<file path="config.mk">
export PLATFORM = sky130hd
export DESIGN_NAME = tmwd_top
export DESIGN_NICKNAME = d
export VERILOG_FILES = /design/src/tmwd_pkg.sv /design/src/tmwd_prescaler.sv /design/src/tmwd_top.sv
export SDC_FILE = /design/constraint.sdc
export NUM_CORES = 1
export LEC_CHECK = 0
export CAP_MARGIN = 30
export CORE_AREA = 4 4 89 99
export DETAILED_ROUTE_END_ITERATION = 16
export DIE_AREA = 0 0 93 103
export DONT_BUFFER_PORTS = 1
export HOLD_SLACK_MARGIN = 0.03
export PLACE_DENSITY = 0.79
export SLEW_MARGIN = 20
export SYNTH_ARGS = -nofsm -noshare
export SYNTH_HDL_FRONTEND = slang
export SYNTH_HIERARCHICAL = 1
export SYNTH_SLANG_ARGS = --single-unit
</file>
<file path="constraint.sdc">
create_clock -name hclk -period 4.5 [get_ports hclk]
set_input_delay 0.45 -clock hclk [delete_from_list [all_inputs] [get_ports hclk]]
set_output_delay 0.45 -clock hclk [all_outputs]
set_load 0.02 [all_outputs]
</file>
<file path="src/tmwd_pkg.sv">
`default_nettype none

package tmwd_pkg;

    ////////////////////////////////////////////////////////////////////////////
    // Register byte offsets
    localparam logic [7:0] OFS_TIMER_CONTROL = 8'h00;
    localparam logic [7:0] OFS_WATCHDOG_CONTROL = 8'h04;
    localparam logic [7:0] OFS_INTERRUPT_MASK = 8'h08;
    localparam logic [7:0] OFS_TIMEBASE = 8'h0C;
    localparam logic [7:0] OFS_IRQ_FLAG = 8'h10;
    localparam logic [7:0] OFS_COMMAND = 8'h14;
    localparam logic [7:0] OFS_STATUS = 8'h18;

    ////////////////////////////////////////////////////////////////////////////
    // Reset values
    localparam logic [7:0] TIMER_CONTROL_RESET = 8'hBF;
    localparam logic [7:0] WATCHDOG_CONTROL_RESET = 8'h80;
    localparam logic [2:0] IRQ_ENABLE_RESET = 3'h0;
    localparam logic [4:0] IMASK_UNUSED_ONES = 5'h1F;
    localparam logic [7:0] TIMEBASE_RESET = 8'h00;
    localparam logic [7:0] TIMEBASE_MAX = 8'hFF;

    ////////////////////////////////////////////////////////////////////////////
    // Field positions
    localparam int TC_SCRATCH = 7;
    localparam int TC_GIE = 6;
    localparam int TC_SOURCE = 5;
    localparam int TC_EDGE = 4;
    localparam int TC_PAB = 3;
    localparam int TC_RATIO_MSB = 2;
    localparam int WC_ENABLE = 7;
    localparam int WC_EXT_SELECT = 6;
    localparam int IRQ_EXT = 2;
    localparam int IRQ_CHANGE = 1;
    localparam int IRQ_OVF = 0;
    localparam int CMD_DISABLE = 0;
    localparam int CMD_ENABLE = 1;
    localparam int CMD_RETURN = 2;
    localparam int CMD_WDT_CLEAR = 3;
    localparam int CMD_SLEEP = 4;

    ////////////////////////////////////////////////////////////////////////////
    // Timing
    localparam logic [1:0] DIV2_LAST = 2'h1;
    localparam logic [1:0] DIV4_LAST = 2'h3;
    localparam int HCLK_MHZ = 125;
    localparam int WDT_TIMEOUT_MS = 18;
    localparam int WDT_TIMEOUT_CYC = WDT_TIMEOUT_MS * 1000 * HCLK_MHZ;
    localparam int WDT_CNT_W = 22;

    typedef enum logic [1:0] {
        MODE_RUN = 2'b01,
        MODE_SLEEP = 2'b10
    } tmwd_mode_type;

    // Low k bits set; k of 8 gives all ones
    function automatic logic [7:0] tmwd_tap_mask(input logic [3:0] k);
        logic [8:0] m;
        m = (9'h001 << k) - 9'h001;
        return m[7:0];
    endfunction : tmwd_tap_mask

endpackage : tmwd_pkg

`default_nettype wire

</file>
<file path="src/tmwd_prescaler.sv">
`default_nettype none

module tmwd_prescaler (
    input wire logic hclk,
    input wire logic hresetn,
    input wire logic inc,
    input wire logic clr,
    input wire logic [3:0] tap,
    output logic pulse,
    output logic [7:0] value
);

    logic [7:0] cnt_q;
    logic [7:0] mask;

    ////////////////////////////////////////////////////////////////////////////
    // Ripple-free divider: one pulse each 2^tap increments
    assign mask = tmwd_pkg::tmwd_tap_mask(tap);
    assign pulse = inc & ~clr & ((cnt_q & mask) == mask);
    assign value = cnt_q;

    always_ff @(posedge hclk or negedge hresetn) begin
        if (!hresetn) begin
            cnt_q <= 8'h00;
        end else if (clr) begin
            cnt_q <= 8'h00;
        end else if (inc) begin
            cnt_q <= cnt_q + 8'h01;
        end
    end

endmodule : tmwd_prescaler

`default_nettype wire

</file>
<file path="src/tmwd_top.sv">
// Functional notes
// - Global enable clears on disable or interrupt entry, sets on enable or return.
// - Source bit 0 counts instruction cycles; 1 counts external counter pin edges.
// - External mode counts rising edges with polarity 0, falling with polarity 1.
// - Prescaler serves counter when assign bit is 0, watchdog when 1.
// - Ratio n gives counter 1:2^(n+1) and watchdog 1:2^n.
// - Timer control bit 7 is plain storage; whole register read/write.
// - Watchdog runs only while its enable bit is 1; bit read/write.
// - Select bit 1 makes pin0 the interrupt input; 0 masks its path.
// - Six low watchdog control bits are plain storage.
// - Upper five interrupt mask bits always read as 1.
// - Mask bits 2,1,0 enable external, port change and overflow interrupts.
// - Prescaler is an 8-bit counter divided by the ratio field.
// - Writing the counter clears the prescaler while assigned to the counter.
// - Watchdog clear or sleep clears watchdog, and prescaler when assigned to it.
// - Counter is 8 bits; internal unprescaled source adds one per instruction.
// - Instruction clock is main clock over 2, or over 4 with option set.
// - Watchdog runs on its own free clock and keeps counting in sleep.
// - Enabled watchdog timeout resets the device, awake or asleep.
// - Software may enable or disable the watchdog at any time.
// - Unprescaled watchdog timeout is about 18 ms.
// - Reset sets timer control to all ones except global enable.
// - Reset sets watchdog enable and clears external pin select.
// - Reset clears the three interrupt enable bits.
`default_nettype none

module tmwd_top #(
    parameter int WDT_PERIOD_CYC = tmwd_pkg::WDT_TIMEOUT_CYC
) (
    input wire logic hclk,
    input wire logic hresetn,
    input wire logic hsel,
    input wire logic [31:0] haddr,
    input wire logic [1:0] htrans,
    input wire logic hwrite,
    input wire logic [2:0] hsize,
    input wire logic [31:0] hwdata,
    input wire logic hready,
    output logic [31:0] hrdata,
    output logic hreadyout,
    output logic hresp,
    input wire logic clk_code_option,
    input wire logic port6_pin0,
    input wire logic port6_pin2,
    input wire logic port_change_event,
    input wire logic irq_entry,
    output logic irq_request,
    output logic wdt_reset_req,
    output logic sleep_active,
    output logic port6_pin0_is_irq,
    output logic port6_pin2_is_counter,
    output logic ext_irq_pin_level
);

    ////////////////////////////////////////////////////////////////////////////
    // Declarations
    logic addr_ok;
    logic wr_pend_q;
    logic [7:0] wr_addr_q;
    logic [31:0] hrdata_q;
    logic [31:0] rd_mux;
    logic wr_tc, wr_wc, wr_im, wr_tb, wr_fl, wr_cmd;
    logic cmd_irq_disable_instr, cmd_eni, cmd_irq_return_instr, cmd_watchdog_clear_instr, cmd_sleep;
    logic [7:0] tc_q;
    logic [7:0] wc_q;
    logic [2:0] imask_q;
    logic [7:0] tb_q;
    logic [2:0] flag_q;
    logic [2:0] flag_set;
    logic [2:0] flag_clr;
    tmwd_pkg::tmwd_mode_type mode_q;
    logic [1:0] div_q;
    logic [1:0] div_last;
    logic instr_tick;
    logic pin2_q, pin0_q;
    logic ext_event;
    logic count_event;
    logic prescaler_assign;
    logic [2:0] ratio;
    logic pre_inc, pre_clr, pre_pulse;
    logic [3:0] pre_tap;
    logic [7:0] pre_value;
    logic tb_step, tb_wrap;
    logic [tmwd_pkg::WDT_CNT_W-1:0] wdt_cnt_q;
    logic [tmwd_pkg::WDT_CNT_W-1:0] wdt_last;
    logic wdt_en, wdt_clear, wdt_base_tick, wdt_step, wdt_timeout;
    logic wdt_reset_q, irq_q;
    logic wake;

    ////////////////////////////////////////////////////////////////////////////
    // AHB-Lite slave, zero wait states
    assign addr_ok = hsel & htrans[1] & hready;
    assign hreadyout = 1'b1;
    assign hresp = 1'b0;
    assign hrdata = hrdata_q;

    always_ff @(posedge hclk or negedge hresetn) begin
        if (!hresetn) begin
            wr_pend_q <= 1'b0;
            wr_addr_q <= 8'h00;
        end else begin
            wr_pend_q <= addr_ok & hwrite;
            wr_addr_q <= haddr[7:0];
        end
    end

    // Read data captured at address phase so it stands for the whole data phase
    always_ff @(posedge hclk or negedge hresetn) begin
        if (!hresetn) begin
            hrdata_q <= 32'h0000_0000;
        end else if (addr_ok & ~hwrite) begin
            hrdata_q <= rd_mux;
        end
    end

    always_comb begin
        rd_mux = 32'h0000_0000;
        case (haddr[7:0])
            tmwd_pkg::OFS_TIMER_CONTROL: rd_mux[7:0] = tc_q;
            tmwd_pkg::OFS_WATCHDOG_CONTROL: rd_mux[7:0] = wc_q;
            tmwd_pkg::OFS_INTERRUPT_MASK: rd_mux[7:0] = {tmwd_pkg::IMASK_UNUSED_ONES, imask_q};
            tmwd_pkg::OFS_TIMEBASE: rd_mux[7:0] = tb_q;
            tmwd_pkg::OFS_IRQ_FLAG: rd_mux[2:0] = flag_q;
            tmwd_pkg::OFS_STATUS: rd_mux[15:0] = {pre_value, 7'h00, sleep_active};
            default: rd_mux = 32'h0000_0000;
        endcase
    end

    assign wr_tc = wr_pend_q & (wr_addr_q == tmwd_pkg::OFS_TIMER_CONTROL);
    assign wr_wc = wr_pend_q & (wr_addr_q == tmwd_pkg::OFS_WATCHDOG_CONTROL);
    assign wr_im = wr_pend_q & (wr_addr_q == tmwd_pkg::OFS_INTERRUPT_MASK);
    assign wr_tb = wr_pend_q & (wr_addr_q == tmwd_pkg::OFS_TIMEBASE);
    assign wr_fl = wr_pend_q & (wr_addr_q == tmwd_pkg::OFS_IRQ_FLAG);
    assign wr_cmd = wr_pend_q & (wr_addr_q == tmwd_pkg::OFS_COMMAND);

    // Instruction strobes, one cycle each
    assign cmd_irq_disable_instr = wr_cmd & hwdata[tmwd_pkg::CMD_DISABLE];
    assign cmd_eni = wr_cmd & hwdata[tmwd_pkg::CMD_ENABLE];
    assign cmd_irq_return_instr = wr_cmd & hwdata[tmwd_pkg::CMD_RETURN];
    assign cmd_watchdog_clear_instr = wr_cmd & hwdata[tmwd_pkg::CMD_WDT_CLEAR];
    assign cmd_sleep = wr_cmd & hwdata[tmwd_pkg::CMD_SLEEP];

    ////////////////////////////////////////////////////////////////////////////
    // Control registers
    always_ff @(posedge hclk or negedge hresetn) begin
        if (!hresetn) begin
            tc_q <= tmwd_pkg::TIMER_CONTROL_RESET;
        end else begin
            if (wr_tc) begin
                tc_q <= hwdata[7:0];
            end
            // Instruction beats a same-cycle register write
            if (cmd_irq_disable_instr | irq_entry) begin
                tc_q[tmwd_pkg::TC_GIE] <= 1'b0;
            end else if (cmd_eni | cmd_irq_return_instr) begin
                tc_q[tmwd_pkg::TC_GIE] <= 1'b1;
            end
        end
    end

    always_ff @(posedge hclk or negedge hresetn) begin
        if (!hresetn) begin
            wc_q <= tmwd_pkg::WATCHDOG_CONTROL_RESET;
        end else if (wr_wc) begin
            wc_q <= hwdata[7:0];
        end
    end

    always_ff @(posedge hclk or negedge hresetn) begin
        if (!hresetn) begin
            imask_q <= tmwd_pkg::IRQ_ENABLE_RESET;
        end else if (wr_im) begin
            imask_q <= hwdata[2:0];
        end
    end

    assign prescaler_assign = tc_q[tmwd_pkg::TC_PAB];
    assign ratio = tc_q[tmwd_pkg::TC_RATIO_MSB:0];
    assign wdt_en = wc_q[tmwd_pkg::WC_ENABLE];
    assign port6_pin0_is_irq = wc_q[tmwd_pkg::WC_EXT_SELECT];
    assign port6_pin2_is_counter = tc_q[tmwd_pkg::TC_SOURCE];
    assign ext_irq_pin_level = pin0_q;

    ////////////////////////////////////////////////////////////////////////////
    // Sleep mode; main oscillator stops so the instruction clock halts
    assign wake = (|(flag_q & imask_q)) | wdt_timeout;
    assign sleep_active = (mode_q == tmwd_pkg::MODE_SLEEP);

    always_ff @(posedge hclk or negedge hresetn) begin
        if (!hresetn) begin
            mode_q <= tmwd_pkg::MODE_RUN;
        end else begin
            case (mode_q)
                tmwd_pkg::MODE_RUN: if (cmd_sleep) begin
                    mode_q <= tmwd_pkg::MODE_SLEEP;
                end
                tmwd_pkg::MODE_SLEEP: if (wake) begin
                    mode_q <= tmwd_pkg::MODE_RUN;
                end
                default: mode_q <= tmwd_pkg::MODE_RUN;
            endcase
        end
    end

    ////////////////////////////////////////////////////////////////////////////
    // Instruction cycle divider
    assign div_last = clk_code_option ? tmwd_pkg::DIV4_LAST : tmwd_pkg::DIV2_LAST;
    assign instr_tick = ~sleep_active & (div_q == div_last);

    always_ff @(posedge hclk or negedge hresetn) begin
        if (!hresetn) begin
            div_q <= 2'h0;
        end else if (~sleep_active) begin
            div_q <= instr_tick ? 2'h0 : div_q + 2'h1;
        end
    end

    ////////////////////////////////////////////////////////////////////////////
    // Counter source; pins are synchronous so one delay flop suffices
    always_ff @(posedge hclk or negedge hresetn) begin
        if (!hresetn) begin
            pin2_q <= 1'b0;
            pin0_q <= 1'b1;
        end else begin
            pin2_q <= port6_pin2;
            pin0_q <= port6_pin0;
        end
    end

    assign ext_event = tc_q[tmwd_pkg::TC_EDGE] ? (pin2_q & ~port6_pin2)
                                               : (~pin2_q & port6_pin2);
    assign count_event = tc_q[tmwd_pkg::TC_SOURCE] ? ext_event : instr_tick;

    ////////////////////////////////////////////////////////////////////////////
    // Shared prescaler
    assign pre_inc = prescaler_assign ? wdt_base_tick : count_event;
    assign wdt_clear = cmd_watchdog_clear_instr | cmd_sleep;
    assign pre_clr = prescaler_assign ? wdt_clear : wr_tb;
    assign pre_tap = prescaler_assign ? {1'b0, ratio} : ({1'b0, ratio} + 4'h1);
    assign tb_step = prescaler_assign ? count_event : pre_pulse;
    assign wdt_step = prescaler_assign ? pre_pulse : wdt_base_tick;

    tmwd_prescaler u_prescaler (
        .hclk(hclk),
        .hresetn(hresetn),
        .inc(pre_inc),
        .clr(pre_clr),
        .tap(pre_tap),
        .pulse(pre_pulse),
        .value(pre_value)
    );

    ////////////////////////////////////////////////////////////////////////////
    // Timebase counter; software write wins over a count
    assign tb_wrap = tb_step & ~wr_tb & (tb_q == tmwd_pkg::TIMEBASE_MAX);

    always_ff @(posedge hclk or negedge hresetn) begin
        if (!hresetn) begin
            tb_q <= tmwd_pkg::TIMEBASE_RESET;
        end else if (wr_tb) begin
            tb_q <= hwdata[7:0];
        end else if (tb_step) begin
            tb_q <= tb_q + 8'h01;
        end
    end

    ////////////////////////////////////////////////////////////////////////////
    // Watchdog; free clock stands in for the RC oscillator, not gated by sleep
    localparam int WDT_LAST_I = WDT_PERIOD_CYC - 1;
    assign wdt_last = WDT_LAST_I[tmwd_pkg::WDT_CNT_W-1:0];
    assign wdt_base_tick = wdt_en & ~wdt_clear & (wdt_cnt_q == wdt_last);
    assign wdt_timeout = wdt_en & wdt_step;

    always_ff @(posedge hclk or negedge hresetn) begin
        if (!hresetn) begin
            wdt_cnt_q <= '0;
        end else if (wdt_clear) begin
            wdt_cnt_q <= '0;
        end else if (wdt_en) begin
            wdt_cnt_q <= wdt_base_tick ? '0 : wdt_cnt_q + 1'b1;
        end
    end

    always_ff @(posedge hclk or negedge hresetn) begin
        if (!hresetn) begin
            wdt_reset_q <= 1'b0;
        end else begin
            wdt_reset_q <= wdt_timeout;
        end
    end
    assign wdt_reset_req = wdt_reset_q;

    ////////////////////////////////////////////////////////////////////////////
    // Interrupt flags, write one to clear; a new event beats the clear
    assign flag_set[tmwd_pkg::IRQ_EXT] = port6_pin0_is_irq & pin0_q & ~port6_pin0;
    assign flag_set[tmwd_pkg::IRQ_CHANGE] = port_change_event;
    assign flag_set[tmwd_pkg::IRQ_OVF] = tb_wrap;
    assign flag_clr = wr_fl ? hwdata[2:0] : 3'h0;

    always_ff @(posedge hclk or negedge hresetn) begin
        if (!hresetn) begin
            flag_q <= 3'h0;
        end else begin
            flag_q <= (flag_q & ~flag_clr) | flag_set;
        end
    end

    always_ff @(posedge hclk or negedge hresetn) begin
        if (!hresetn) begin
            irq_q <= 1'b0;
        end else begin
            irq_q <= tc_q[tmwd_pkg::TC_GIE] & (|(flag_q & imask_q));
        end
    end
    assign irq_request = irq_q;
endmodule : tmwd_top

`default_nettype wire

</file>
==> results.txt, run 1 <==
Setup violations, final -> 0
top cells by area, synth -> dfrtp_1 (42%), mux2_2 (6.4%), dfstp_2 (5.4%)
Setup TNS -> 0 ns
worst-skew pair later-pin latency -> 0.36 ns
routed wire length -> 10,500 µm
clock network fraction of total power -> 26.2%
Die Width -> 93 µm
Root Driver -> clkbuf_8
Max Cap Viol -> 0
clk sinks -> 93
RSZ-0062 raised after global routing -> false
WP data arrival -> 4.15 ns
Vias/cell -> 6.18
Fillers -> 632
Ant. Diodes -> 0
worst-margin pin slew -> 0.963 ns
Max Root-Sink Buffers -> 2
Sw Share -> 33.2%
synthesis-to-layout area growth -> 5.02%
Seq pwr share -> 55.6%
Core Util, Final -> 65.8%
outcome -> complete, no violations
initial DRC count -> 226
count of cell types in the netlist -> 58
largest stage delay on the critical path -> 0.71 ns
worst path cell trace -> mux2_2 > or4_4 > ha_1 > nor2_1 > a2111oi_4 > o21ai_2 > a211oi_2 > nor2_1 > a31oi_4 > nand2_1 > xnor2_1 > mux2_2
GR Util All Layers -> 23.2%
gr ovfl total -> 0
DP Wirelength -> 7530 µm
Post-layout nets -> 564
clock slew at reported path FFs -> 0.09 ns
Req. time, crit path -> 4.76 ns
multi-input gate area in the final layout -> 2380 µm²
largest net degree at the start of global routing -> 94
Syn. warnings -> 6
# IOs -> 119
Placer Congestion -> 0.896
Syn Area/Cell -> 10.2 µm²
# resized after CTS -> 0
CTS Buf Count -> 9
Post-Layout Inst Area -> 5150 µm²
Pleak -> 0.00217 µW
Antenna Nets Post-Route -> 0
die height -> 103 µm
CTS tree -> done
Most used DFF post-synth -> dfrtp_1
via count -> 3,665
Worst Setup End Kind -> flop
Fin. Hold Viols -> 0
Seq/Total Area, Yosys -> 47.7%
fraction of layout cells with a size suffix above 1 -> 15.1%
HP Class -> input port to flop
register bit count reported by yosys -> 93
residual DRC count -> 0
depth of the CTS H-tree -> 3
FF/Latch Area -> 2340 µm²
slew margin rel. -> 35.6%
first-pass GRT wire length -> 17,400 µm
critical path peak fanout -> 15
cell taking the most area after synthesis -> dfrtp_1
Psw -> 661 µW
startpoint types -> flop
maximum VDD drop -> 242 µV
wire per inst -> 17.7 µm
synthesized area -> 4910 µm²
Post-DP Area -> 4910 µm²
Detailed Routing Iterations Pass 1 -> 4
Cell Pwr Density -> 386 nW/µm²
die area -> 9580 µm²
initial antenna violation count -> 0
row count -> 34
Post-synth EDFFs -> 0
post-route minimum period -> 3.89 ns
Int Power -> 1330 µW
area share of the largest cell type after synthesis -> 42.3%
fin crit share -> 86.5%
asr flop ratio synth -> 100%
crit path max-delay cell type -> dfstp_2
number of global-route vias before repair -> 3,619
FMAX -> 257 MHz
Starting Density -> 62.7%
Worst Clk Skew -> 0.00571 ns
WS Path Type -> flop to flop
combinational share of power -> 18.2%
Syn Inst Count -> 482
max-slew violations -> 0
Port Buf Inserts -> 0
Core ar. -> 7830 µm²
## routing by layer
| metal | vias to the layer above | global-route usage [%] | wire (µm) |
|---|---|---|---|
| met2 | 108 | 40.2 | 5450 |
| met4 | 0 | 10.8 | 278 |
| met5 | - | 0 | 0 |
| li1 | 1715 | - | - |
| met1 | 1819 | 27.8 | 4240 |
| met3 | 23 | 4.82 | 548 |
## cell usage in the layout, fill, tap and decap left out, types with 2 or more instances in the layout
| cell | count |
|---|---|
| o21ai_0 | 27 |
| nand3_1 | 10 |
| buf_4 | 5 |
| nand4b_1 | 4 |
| xor2_1 | 15 |
| clkbuf_8 | 9 |
| conb_1 | 18 |
| a21o_1 | 5 |
| ha_1 | 5 |
| a311oi_1 | 2 |
| nand4_1 | 12 |
| and4_1 | 3 |
| dfrtp_1 | 83 |
| mux2_2 | 28 |
| nand2b_1 | 5 |
| mux2i_1 | 4 |
| nor4b_1 | 5 |
| or4_4 | 3 |
| nor2b_1 | 6 |
| a22oi_1 | 8 |
| nor3_1 | 9 |
| and2_1 | 3 |
| a22o_1 | 12 |
| nor2_1 | 51 |
| and3_1 | 12 |
| a21oi_1 | 25 |
| dfstp_2 | 10 |
| o211ai_1 | 3 |
| nor4_1 | 5 |
| nand2_1 | 39 |
| o221ai_1 | 5 |
| clkinvlp_4 | 2 |
| nand3b_1 | 7 |
| xnor2_1 | 7 |
| clkinv_4 | 2 |
| inv_1 | 7 |
| inv_6 | 3 |
| a31oi_1 | 2 |
## state kept, by name, summed over array words and instances (netlist names), 3 cells and up
register           flops
hrdata                16
wr_addr_q              8
u_prescaler/value      8
tc_q                   8
wdt_cnt_q             22
imask_q                3
flag_q                 3
wc_q                   8
tb_q                   8
## logic make-up after synthesis
kind of cell / share of synthesized area (%)
AOI/OAI and AO/OA: 14.2
buffers and inverters: 4.97
DFF: 47.7
muxes: 7.70
and+or+nand+nor: 20.1
xor gates and xnor gates: 3.93
adders and majority gates: 1.27
other: 0.153
## power groups by stage
stage	Sequential, µW	Combinational, µW	Clock, µW
after CTS	1100	365	535
final	1110	362	522
after global routing	1130	409	565
after detailed placement	1120	341	0
after floorplan	1070	316	0
after global placement	1110	323	0
## worst paths after layout
kind	start	to	slack, ns	depth (start not counted)
worst max-delay path	tc_q[3]	tb_q[3]	0.61	12
worst min-delay path	port6_pin0	ext_irq_pin_level	0.07	0
worst max register to register	tc_q[3]	tb_q[3]	0.61	12
worst min register to register	div_q[0]	div_q[0]	0.51	1
max in group asynchronous	hresetn	tc_q[1]	3.44	2
min in group asynchronous	hresetn	wdt_cnt_q[3]	0.62	2
## worst max-delay path, delay by kind of cell, from the launching register on
family / cells / cell delay (ns)
compound gates: 4 / 1.10
simple gates: 4 / 0.87
flops: 1 / 0.71
mux: 2 / 0.68
fa+ha+maj: 1 / 0.30
xor+xnor: 1 / 0.14
## cells in the mapped netlist, drive strengths merged (2+ instances only)
master,number
dfrtp,83
nor2,51
nand2,39
o21ai,29
mux2,28
a21oi,25
buf,21
clkbuf,16
xor2,15
a22o,12
and3,12
nand4,12
dfstp,10
nand3,10
nor3,9
a22oi,8
inv,7
nand3b,7
nor2b,7
xnor2,7
nor4,6
nor4b,6
a21o,5
ha,5
nand2b,5
o221ai,5
mux2i,4
nand4b,4
or4,4
a31oi,3
and2,3
and4,3
o211ai,3
a311oi,2
conb,2
## per-stage QoR
stage          hold WS (ns)  total power [µW]  cells  setup slack (ns)
6_report             0.0722              1990    593             0.607
5_1_grt              0.0387              2100    593             0.260
3_3_place_gp          0.158              1430    573             0.715
4_1_cts              0.0538              2000    591             0.602
2_1_floorplan         0.154              1380    498             0.822
3_5_place_dp          0.157              1460    573             0.657
## layout make-up
class                   count  area share (%)
multi-input cells         361            46.2
flip-flops and latches     93            45.4
well taps                 108            2.62
clock buffers               9            2.40
repair buffers              8            1.68
clock inverters             7            1.14
inverters                   7           0.510
## timing repair
action | 4_1_cts | 5_1_grt
endpoints found under the hold margin | 93 | 0
setup buffers | 0 | 0
hold buffers | 2 | 0
Power figures use the tool's default switching activity.
==> run 2: changes to the inputs <==
--- a/config.mk
+++ b/config.mk
@@ -5,13 +5,14 @@
 export SDC_FILE = /design/constraint.sdc
 export NUM_CORES = 1
 export LEC_CHECK = 0
+export ABC_AREA = 1
 export CAP_MARGIN = 30
-export CORE_AREA = 4 4 89 99
+export CORE_AREA = 4 4 92 103
 export DETAILED_ROUTE_END_ITERATION = 16
-export DIE_AREA = 0 0 93 103
+export DIE_AREA = 0 0 96 107
 export DONT_BUFFER_PORTS = 1
 export HOLD_SLACK_MARGIN = 0.03
-export PLACE_DENSITY = 0.79
+export PLACE_DENSITY = 0.78
 export SLEW_MARGIN = 20
 export SYNTH_ARGS = -nofsm -noshare
 export SYNTH_HDL_FRONTEND = slang
==> run 2 against run 1 <==
Net effect: combinational power fell by 17%; flip-flop and latch count unchanged; critical path depth is 6 higher; cell area grew 6.3%; global-route usage is 1.3 points higher; core utilization shrank 0.34 points; via count up 19%; die area up 7.2%; wire length increased by 13%; sequential share of layout area shrank 2.7 points.
==> results.txt, run 2 <==
outcome -> complete, no violations (unchanged)
routed wire length -> 11,900 µm (was 10,500 µm)
row count -> 35 (was 34)
HP Class -> input port to flop (unchanged)
met2 global-route usage -> 41.4% (was 40.2%)
worst-margin pin slew -> 0.736 ns (was 0.963 ns)
GR Util All Layers -> 24.5% (was 23.2%)
Vias/cell -> 5.40 (was 6.18)
slew margin rel. -> 50.9% (was 35.6%)
Cell Pwr Density -> 333 nW/µm² (was 386 nW/µm²)
GR Layer Usage met1 -> 31.4% (was 27.8%)
Root Driver -> clkbuf_8 (unchanged)
initial DRC count -> 283 (was 226)
number of global-route vias before repair -> 4,239 (was 3,619)
Req. time, crit path -> 4.75 ns (was 4.76 ns)
synthesized area -> 5250 µm² (was 4910 µm²)
Syn. warnings -> 6 (unchanged)
Largest Register -> wdt_cnt_q (unchanged)
CTS Buf Count -> 9 (unchanged)
Simple-Gate Fraction of Synth Area -> 30.8% (was 20.1%)
top cells by area, synth -> dfrtp_1 (40%), nand2_1 (15%), dfstp_2 (5.0%) (was dfrtp_1 (42%), mux2_2 (6.4%), dfstp_2 (5.4%))
Seq/Total Area, Yosys -> 44.5% (was 47.7%)
max-slew violations -> 0 (unchanged)
Setup violations, final -> 0 (unchanged)
register bit count reported by yosys -> 93 (unchanged)
Synth Area in Compound Gates -> 11.0% (was 14.2%)
worst-skew pair later-pin latency -> 0.36 ns (about the same)
die area -> 10,300 µm² (was 9580 µm²)
count of cell types in the netlist -> 38 (was 58)
initial antenna violation count -> 0 (unchanged)
Synth Area in XOR/XNOR -> 3.17% (was 3.93%)
post-synthesis adder-cell area fraction -> 1.19% (was 1.27%)
startpoint types -> flop (unchanged)
Setup TNS -> 0 ns (unchanged)
Detailed Routing Iterations Pass 1 -> 4 (unchanged)
post-route minimum period -> 3.14 ns (was 3.89 ns)
Starting Density -> 62.8% (was 62.7%)
residual DRC count -> 0 (unchanged)
cell taking the most area after synthesis -> dfrtp_1 (unchanged)
WS Path Type -> flop to flop (unchanged)
Post-layout nets -> 773 (was 564)
Worst Clk Skew -> 0.00949 ns (was 0.00571 ns)
Syn Area/Cell -> 7.65 µm² (was 10.2 µm²)
Syn Inst Count -> 687 (was 482)
commonest non-fill, non-tap cell in the layout -> nand2_1 (was dfrtp_1)
DP Wirelength -> 8810 µm (was 7530 µm)
clk sinks -> 93 (unchanged)
wire per inst -> 14.7 µm (was 17.7 µm)
# IOs -> 119 (unchanged)
largest net degree at the start of global routing -> 94 (unchanged)
largest family of logic cells by synthesized area -> simple AND/OR/NAND/NOR gates (unchanged)
maximum VDD drop -> 195 µV (was 242 µV)
Core ar. -> 8360 µm² (was 7830 µm²)
Worst Setup End Kind -> flop (unchanged)
WP data arrival -> 3.38 ns (was 4.15 ns)
critical path peak fanout -> 11 (was 15)
fraction of layout cells with a size suffix above 1 -> 11.1% (was 15.1%)
Antenna Nets Post-Route -> 0 (unchanged)
fin crit share -> 69.8% (was 86.5%)
Max Cap Viol -> 0 (unchanged)
Fin Hold WS -> 0.0788 ns (was 0.0722 ns)
Max Root-Sink Buffers -> 2 (unchanged)
Die Width -> 96 µm (was 93 µm)
Post-CTS Setup Bufs -> 0 (unchanged)
synthesis-to-layout area growth -> 4.29% (was 5.02%)
die height -> 107 µm (was 103 µm)
asr flop ratio synth -> 100% (unchanged)
leading cell type by number of instances after synthesis -> nand2_1 (was dfrtp_1)
Placer Congestion -> 0.914 (was 0.896)
most common library cells after synthesis -> nand2_1 (203), dfrtp_1 (83), inv_1 (67), nor2_1 (58), o21ai_0 (50) (was dfrtp_1 (83), nor2_1 (51), nand2_1 (39), mux2_2 (28), o21ai_0 (28))
Port Buf Inserts -> 0 (unchanged)
clock slew at reported path FFs -> 0.09 ns (about the same)
gr ovfl total -> 0 (unchanged)
CTS tree -> done (unchanged)
first-pass GRT wire length -> 19,700 µm (was 17,400 µm)
global routing's busiest layer -> met2 (unchanged)
max reg flops -> 22 (unchanged)
Pleak -> 0.00265 µW (was 0.00217 µW)
Ant. Diodes -> 0 (unchanged)
area share of the largest cell type after synthesis -> 39.5% (was 42.3%)
met3 usage -> 3.86% (was 4.82%)
RSZ-0062 raised after global routing -> false (unchanged)
Post-synth EDFFs -> 0 (unchanged)
most frequent cells in the layout -> nand2_1 (203), dfrtp_1 (83), inv_1 (67) (was dfrtp_1 (83), nor2_1 (51), nand2_1 (39))
via count -> 4,347 (was 3,665)
depth of the CTS H-tree -> 3 (unchanged)
Most used DFF post-synth -> dfrtp_1 (unchanged)
mux contribution to synthesized area -> 0% (was 7.70%)
FMAX -> 319 MHz (was 257 MHz)
Fin. Hold Viols -> 0 (unchanged)
run 2: cell count changes after synthesis, moves of 9 or more:
cell      delta
inv_1       +60
nand2_1    +164
mux2_2      -28
and3_1      -12
nor2_2      +13
inv_2        +9
a22o_1      -11
o21ai_0     +22
nand3_1     +31
clkbuf_1    -13
o21ai_1     +28
a21oi_1     -14
run 2: per-stage QoR:
step	utilization (%)	instance area (µm²)	worst slack [ns]	total power (µW)	std cells
final	65.5	5480	1.36	1820	805
after global routing	65.5	5480	0.999	1930	805
after CTS	65.5	5480	1.37	1830	805
after detailed placement	63.0	5270	1.39	1300	787
after global placement	63.0	5270	1.47	1280	787
after floorplan	-	5310	2.03	1250	703
run 2: cells by family (layout without fill, tap and decap cells):
logic type,Yosys count,after routing
other,2,18
adder cells (fa/ha/maj),5,5
AND/OR/NAND/NOR,358,358
AO/OA/AOI/OAI,105,105
flip-flops,93,93
XOR/XNOR,19,19
buffers and inverters,105,96
run 2: final timing paths:
kind,start,end,slack [ns],depth (start not counted)
min in group asynchronous,hresetn,wdt_cnt_q[15],0.65,2
worst min register to register,div_q[0],div_q[0],0.49,1
worst max register to register,wdt_cnt_q[0],tb_q[1],1.36,18
worst max-delay path,wdt_cnt_q[0],tb_q[1],1.36,18
max in group asynchronous,hresetn,tc_q[4],3.44,2
worst min-delay path,port6_pin0,ext_irq_pin_level,0.08,0
run 2: cell type report:
cell class	count	area, µm²
clock buffer	10	128
clock inverter	6	46.3
fill	751	2890
inverter	77	292
multi-input combinational	505	2490
sequential	93	2340
tap	111	139
timing repair buffer	3	45.0
run 2: metal layers:
layer | vias to the layer above | share of wire, % | wire, µm
met4 | 0 | 2.2 | 263
met1 | 2065 | 42 | 5040
met2 | 95 | 52 | 6120
met5 | - | 0 | 0
met3 | 22 | 3.8 | 446
li1 | 2165 | - | -
run 2: repair_timing:
item,4_1_cts,5_1_grt
hold buffers,2,0
endpoints found under the hold margin,93,0
resized for setup,0,0
run 2: critical path, stage by stage, from the launching register on:
cell     delay, ns
dfrtp_1       0.43
ha_1          0.27
nand3_4       0.13
nor2_1        0.13
nand3_1       0.14
inv_2         0.11
nand2_1       0.07
a21oi_1       0.50
nand2_1       0.15
nor2_1        0.12
nand3_1       0.09
nor2_1        0.12
nand2_1       0.06
nor2_1        0.13
nand2_1       0.11
nand3_2       0.20
inv_1         0.12
nand2_1       0.08
nand3_1       0.07
run 2: where the power goes:
group | internal (µW) | switching (µW)
clock | 205 | 313
combinational | 110 | 193
sequential | 909 | 95.1
==> run 3: changes to the inputs <==
--- a/config.mk
+++ b/config.mk
@@ -5,14 +5,14 @@
 export SDC_FILE = /design/constraint.sdc
 export NUM_CORES = 1
 export LEC_CHECK = 0
-export ABC_AREA = 1
+export ABC_AREA = 0
 export CAP_MARGIN = 30
-export CORE_AREA = 4 4 92 103
+export CORE_AREA = 4 4 89 99
 export DETAILED_ROUTE_END_ITERATION = 16
-export DIE_AREA = 0 0 96 107
+export DIE_AREA = 0 0 93 103
 export DONT_BUFFER_PORTS = 1
 export HOLD_SLACK_MARGIN = 0.03
-export PLACE_DENSITY = 0.78
+export PLACE_DENSITY = 0.79
 export SLEW_MARGIN = 20
 export SYNTH_ARGS = -nofsm -noshare
 export SYNTH_HDL_FRONTEND = slang
==> constraint.sdc (replaced) <==
create_clock -name hclk -period 3 [get_ports hclk]
set_input_delay 0.3 -clock hclk [delete_from_list [all_inputs] [get_ports hclk]]
set_output_delay 0.3 -clock hclk [all_outputs]
set_load 0.02 [all_outputs]
==> run 3 against run 2 <==
Net effect: the flow now finishes with violations (negative setup slack); fmax down 9.7%; core utilization increased by 8.5 points; non-clock buffer count up 69; clock power increased by 68%; global-route usage is 1.9 points higher; combinational power increased to 2.6 times the previous value; flip-flop and latch count stayed put; sequential power increased by 63%; largest power group unchanged.
==> results.txt, run 3 (synthesis gave the netlist of run 1 again) <==
routed wire length -> 12,300 µm (was 11,900 µm)
fin crit share -> 116% (was 69.8%)
Setup crit start -> tc_q[1] (was wdt_cnt_q[0])
first-pass GRT wire length -> 19,600 µm (was 19,700 µm)
CTS tree -> done (unchanged)
max-slew violations -> 0 (unchanged)
RSZ-0062 raised after global routing -> true (was false)
worst-margin pin slew -> 0.706 ns (was 0.736 ns)
WHS Endpoint -> flag_q[1] (was ext_irq_pin_level)
R2R cell count -> 14 (was 18)
Setup TNS -> -4.20 ns (was 0 ns)
WS Path Type -> flop to flop (unchanged)
Vias/cell -> 6.11 (was 5.40)
commonest non-fill, non-tap cell in the layout -> dfrtp_1 (was nand2_1)
synthesis-to-layout area growth -> 18.1% (was 4.29%)
r2r endpoint -> tb_q[7] (was tb_q[1])
post-route minimum period -> 3.48 ns (was 3.14 ns)
Cell Pwr Density -> 569 nW/µm² (was 333 nW/µm²)
die area -> 9580 µm² (was 10,300 µm²)
Root Driver -> clkbuf_8 (unchanged)
initial antenna violation count -> 0 (unchanged)
Max Cap Viol -> 0 (unchanged)
GR Util All Layers -> 26.3% (was 24.5%)
clock slew at reported path FFs -> 0.09 ns (about the same)
die height -> 103 µm (was 107 µm)
Req. time, crit path -> 3.29 ns (was 4.75 ns)
Max Root-Sink Buffers -> 2 (unchanged)
HP Class -> input port to flop (unchanged)
flop2flop setup slack -> -0.48 ns (was 1.36 ns)
gr ovfl total -> 0 (unchanged)
depth of the CTS H-tree -> 3 (unchanged)
Fin. Hold Viols -> 0 (unchanged)
violated checks -> negative setup slack
Ant. Diodes -> 0 (unchanged)
Port Buf Inserts -> 0 (unchanged)
critical path peak fanout -> 5 (was 11)
max reg flops -> 22 (unchanged)
Placer Congestion -> 0.923 (was 0.914)
residual DRC count -> 0 (unchanged)
Detailed Routing Iterations Pass 1 -> 5 (was 4)
startpoint types -> flop (unchanged)
fraction of layout cells with a size suffix above 1 -> 24.6% (was 11.1%)
Setup violations, final -> 12 (was 0)
hold path cells -> 1 (was 0)
Core ar. -> 7830 µm² (was 8360 µm²)
row count -> 34 (was 35)
Post-layout nets -> 628 (was 773)
Antenna Nets Post-Route -> 0 (unchanged)
Die Width -> 93 µm (was 96 µm)
DP Wirelength -> 8040 µm (was 8810 µm)
Final WS setup -> -0.477 ns (was 1.36 ns)
number of global-route vias before repair -> 4,081 (was 4,239)
via count -> 4,015 (was 4,347)
# IOs -> 119 (unchanged)
FMAX -> 288 MHz (was 319 MHz)
WP data arrival -> 3.77 ns (was 3.38 ns)
outcome -> finished, violations left (was complete, no violations)
Worst Setup End Kind -> flop (unchanged)
most frequent cells in the layout -> dfrtp_1 (83), buf_4 (55), nor2_1 (49) (was nand2_1 (203), dfrtp_1 (83), inv_1 (67))
worst-skew pair later-pin latency -> 0.37 ns (was 0.36 ns)
Fillers -> 563 (was 751)
slew margin rel. -> 52.7% (was 50.9%)
Largest Register -> wdt_cnt_q (unchanged)
largest net degree at the start of global routing -> 94 (unchanged)
CTS Buf Count -> 9 (unchanged)
Starting Density -> 62.7% (was 62.8%)
initial DRC count -> 285 (was 283)
worst flop-to-flop path startpoint -> tc_q[1] (was wdt_cnt_q[0])
Pleak -> 0.00253 µW (was 0.00265 µW)
HP Start -> port_change_event (was port6_pin0)
clk sinks -> 93 (unchanged)
wire per inst -> 18.7 µm (was 14.7 µm)
Worst Clk Skew -> 0.0141 ns (was 0.00949 ns)
Core Util, Final -> 74.0% (was 65.5%)
maximum VDD drop -> 338 µV (was 195 µV)
==> run 3: cell types whose count changed in the layout (fill, tap and decap cells not counted), sizes merged, moves of 28 or more <==
cell   delta
buf      +57
nand3    -35
mux2     +28
o21ai    -50
inv      -72
nand2   -173
==> run 3: what timing repair did <==
item	CTS	global route
setup endpoints to repair	11	12
pin swaps	5	6
cloned	0	0
buffers inserted	3	2
gates resized for setup	12	8
hold endpoints to repair	105	0
hold buffers	14	0
==> run 3: worst max path at each step <==
stage                   end  slack (ns)
floorplan           tb_q[3]       -0.33
global placement    tb_q[3]       -0.38
detailed placement  tb_q[3]       -0.40
CTS                 tb_q[3]       -0.41
global route        tb_q[7]       -0.57
finish              tb_q[7]       -0.48
==> run 3: metrics by stage <==
stage	setup slack, ns	area [µm²]	cells	hold WS [ns]	power, µW
after floorplan	-0.333	4990	498	0.00441	2080
after global placement	-0.377	5300	622	0.00877	2270
after detailed placement	-0.400	5300	622	0.00791	2310
after CTS	-0.409	5740	655	0.0314	3240
after global routing	-0.570	5790	657	0.0382	3450
final	-0.477	5790	657	0.0389	3300
==> run 3: layout make-up <==
type | count | area [µm²] | share of cell area [%]
Clock inverter | 3 | 45.0 | 0.777
Sequential cell | 93 | 2340 | 40.4
Clock buffer | 13 | 159 | 2.74
Inverter | 7 | 26.3 | 0.453
Tap cell | 108 | 135 | 2.33
Timing Repair Buffer | 72 | 604 | 10.4
Multi-Input combinational cell | 361 | 2480 | 42.9
==> run 3: critical path: stages (launching register included) <==
cell       delay (ns)
dfstp_2          0.57
ha_4             0.20
mux2_4           0.27
or4_4            0.55
ha_4             0.29
nor2_2           0.04
a2111oi_4        0.20
o21ai_2          0.10
a211oi_2         0.29
nor2_2           0.08
a31oi_4          0.25
buf_6            0.14
nand4_1          0.11
xor2_1           0.16
a21oi_1          0.14
==> run 3: layer usage <==
| layer | track usage (%) | part of all wire, % | vias to the layer above |
|---|---|---|---|
| li1 | - | - | 1841 |
| met1 | 31.7 | 38 | 1976 |
| met2 | 47.3 | 53 | 171 |
| met3 | 4.53 | 7.0 | 27 |
| met4 | 10.4 | 2.2 | 0 |
| met5 | 0 | 0 | - |
==> run 3: power breakdown <==
part	switching [µW]	leakage, µW	internal [µW]
Combinational	392	0.00128	408
Clock	436	0.0000959	432
Sequential	209	0.00115	1420
Total	1040	0.00253	2260
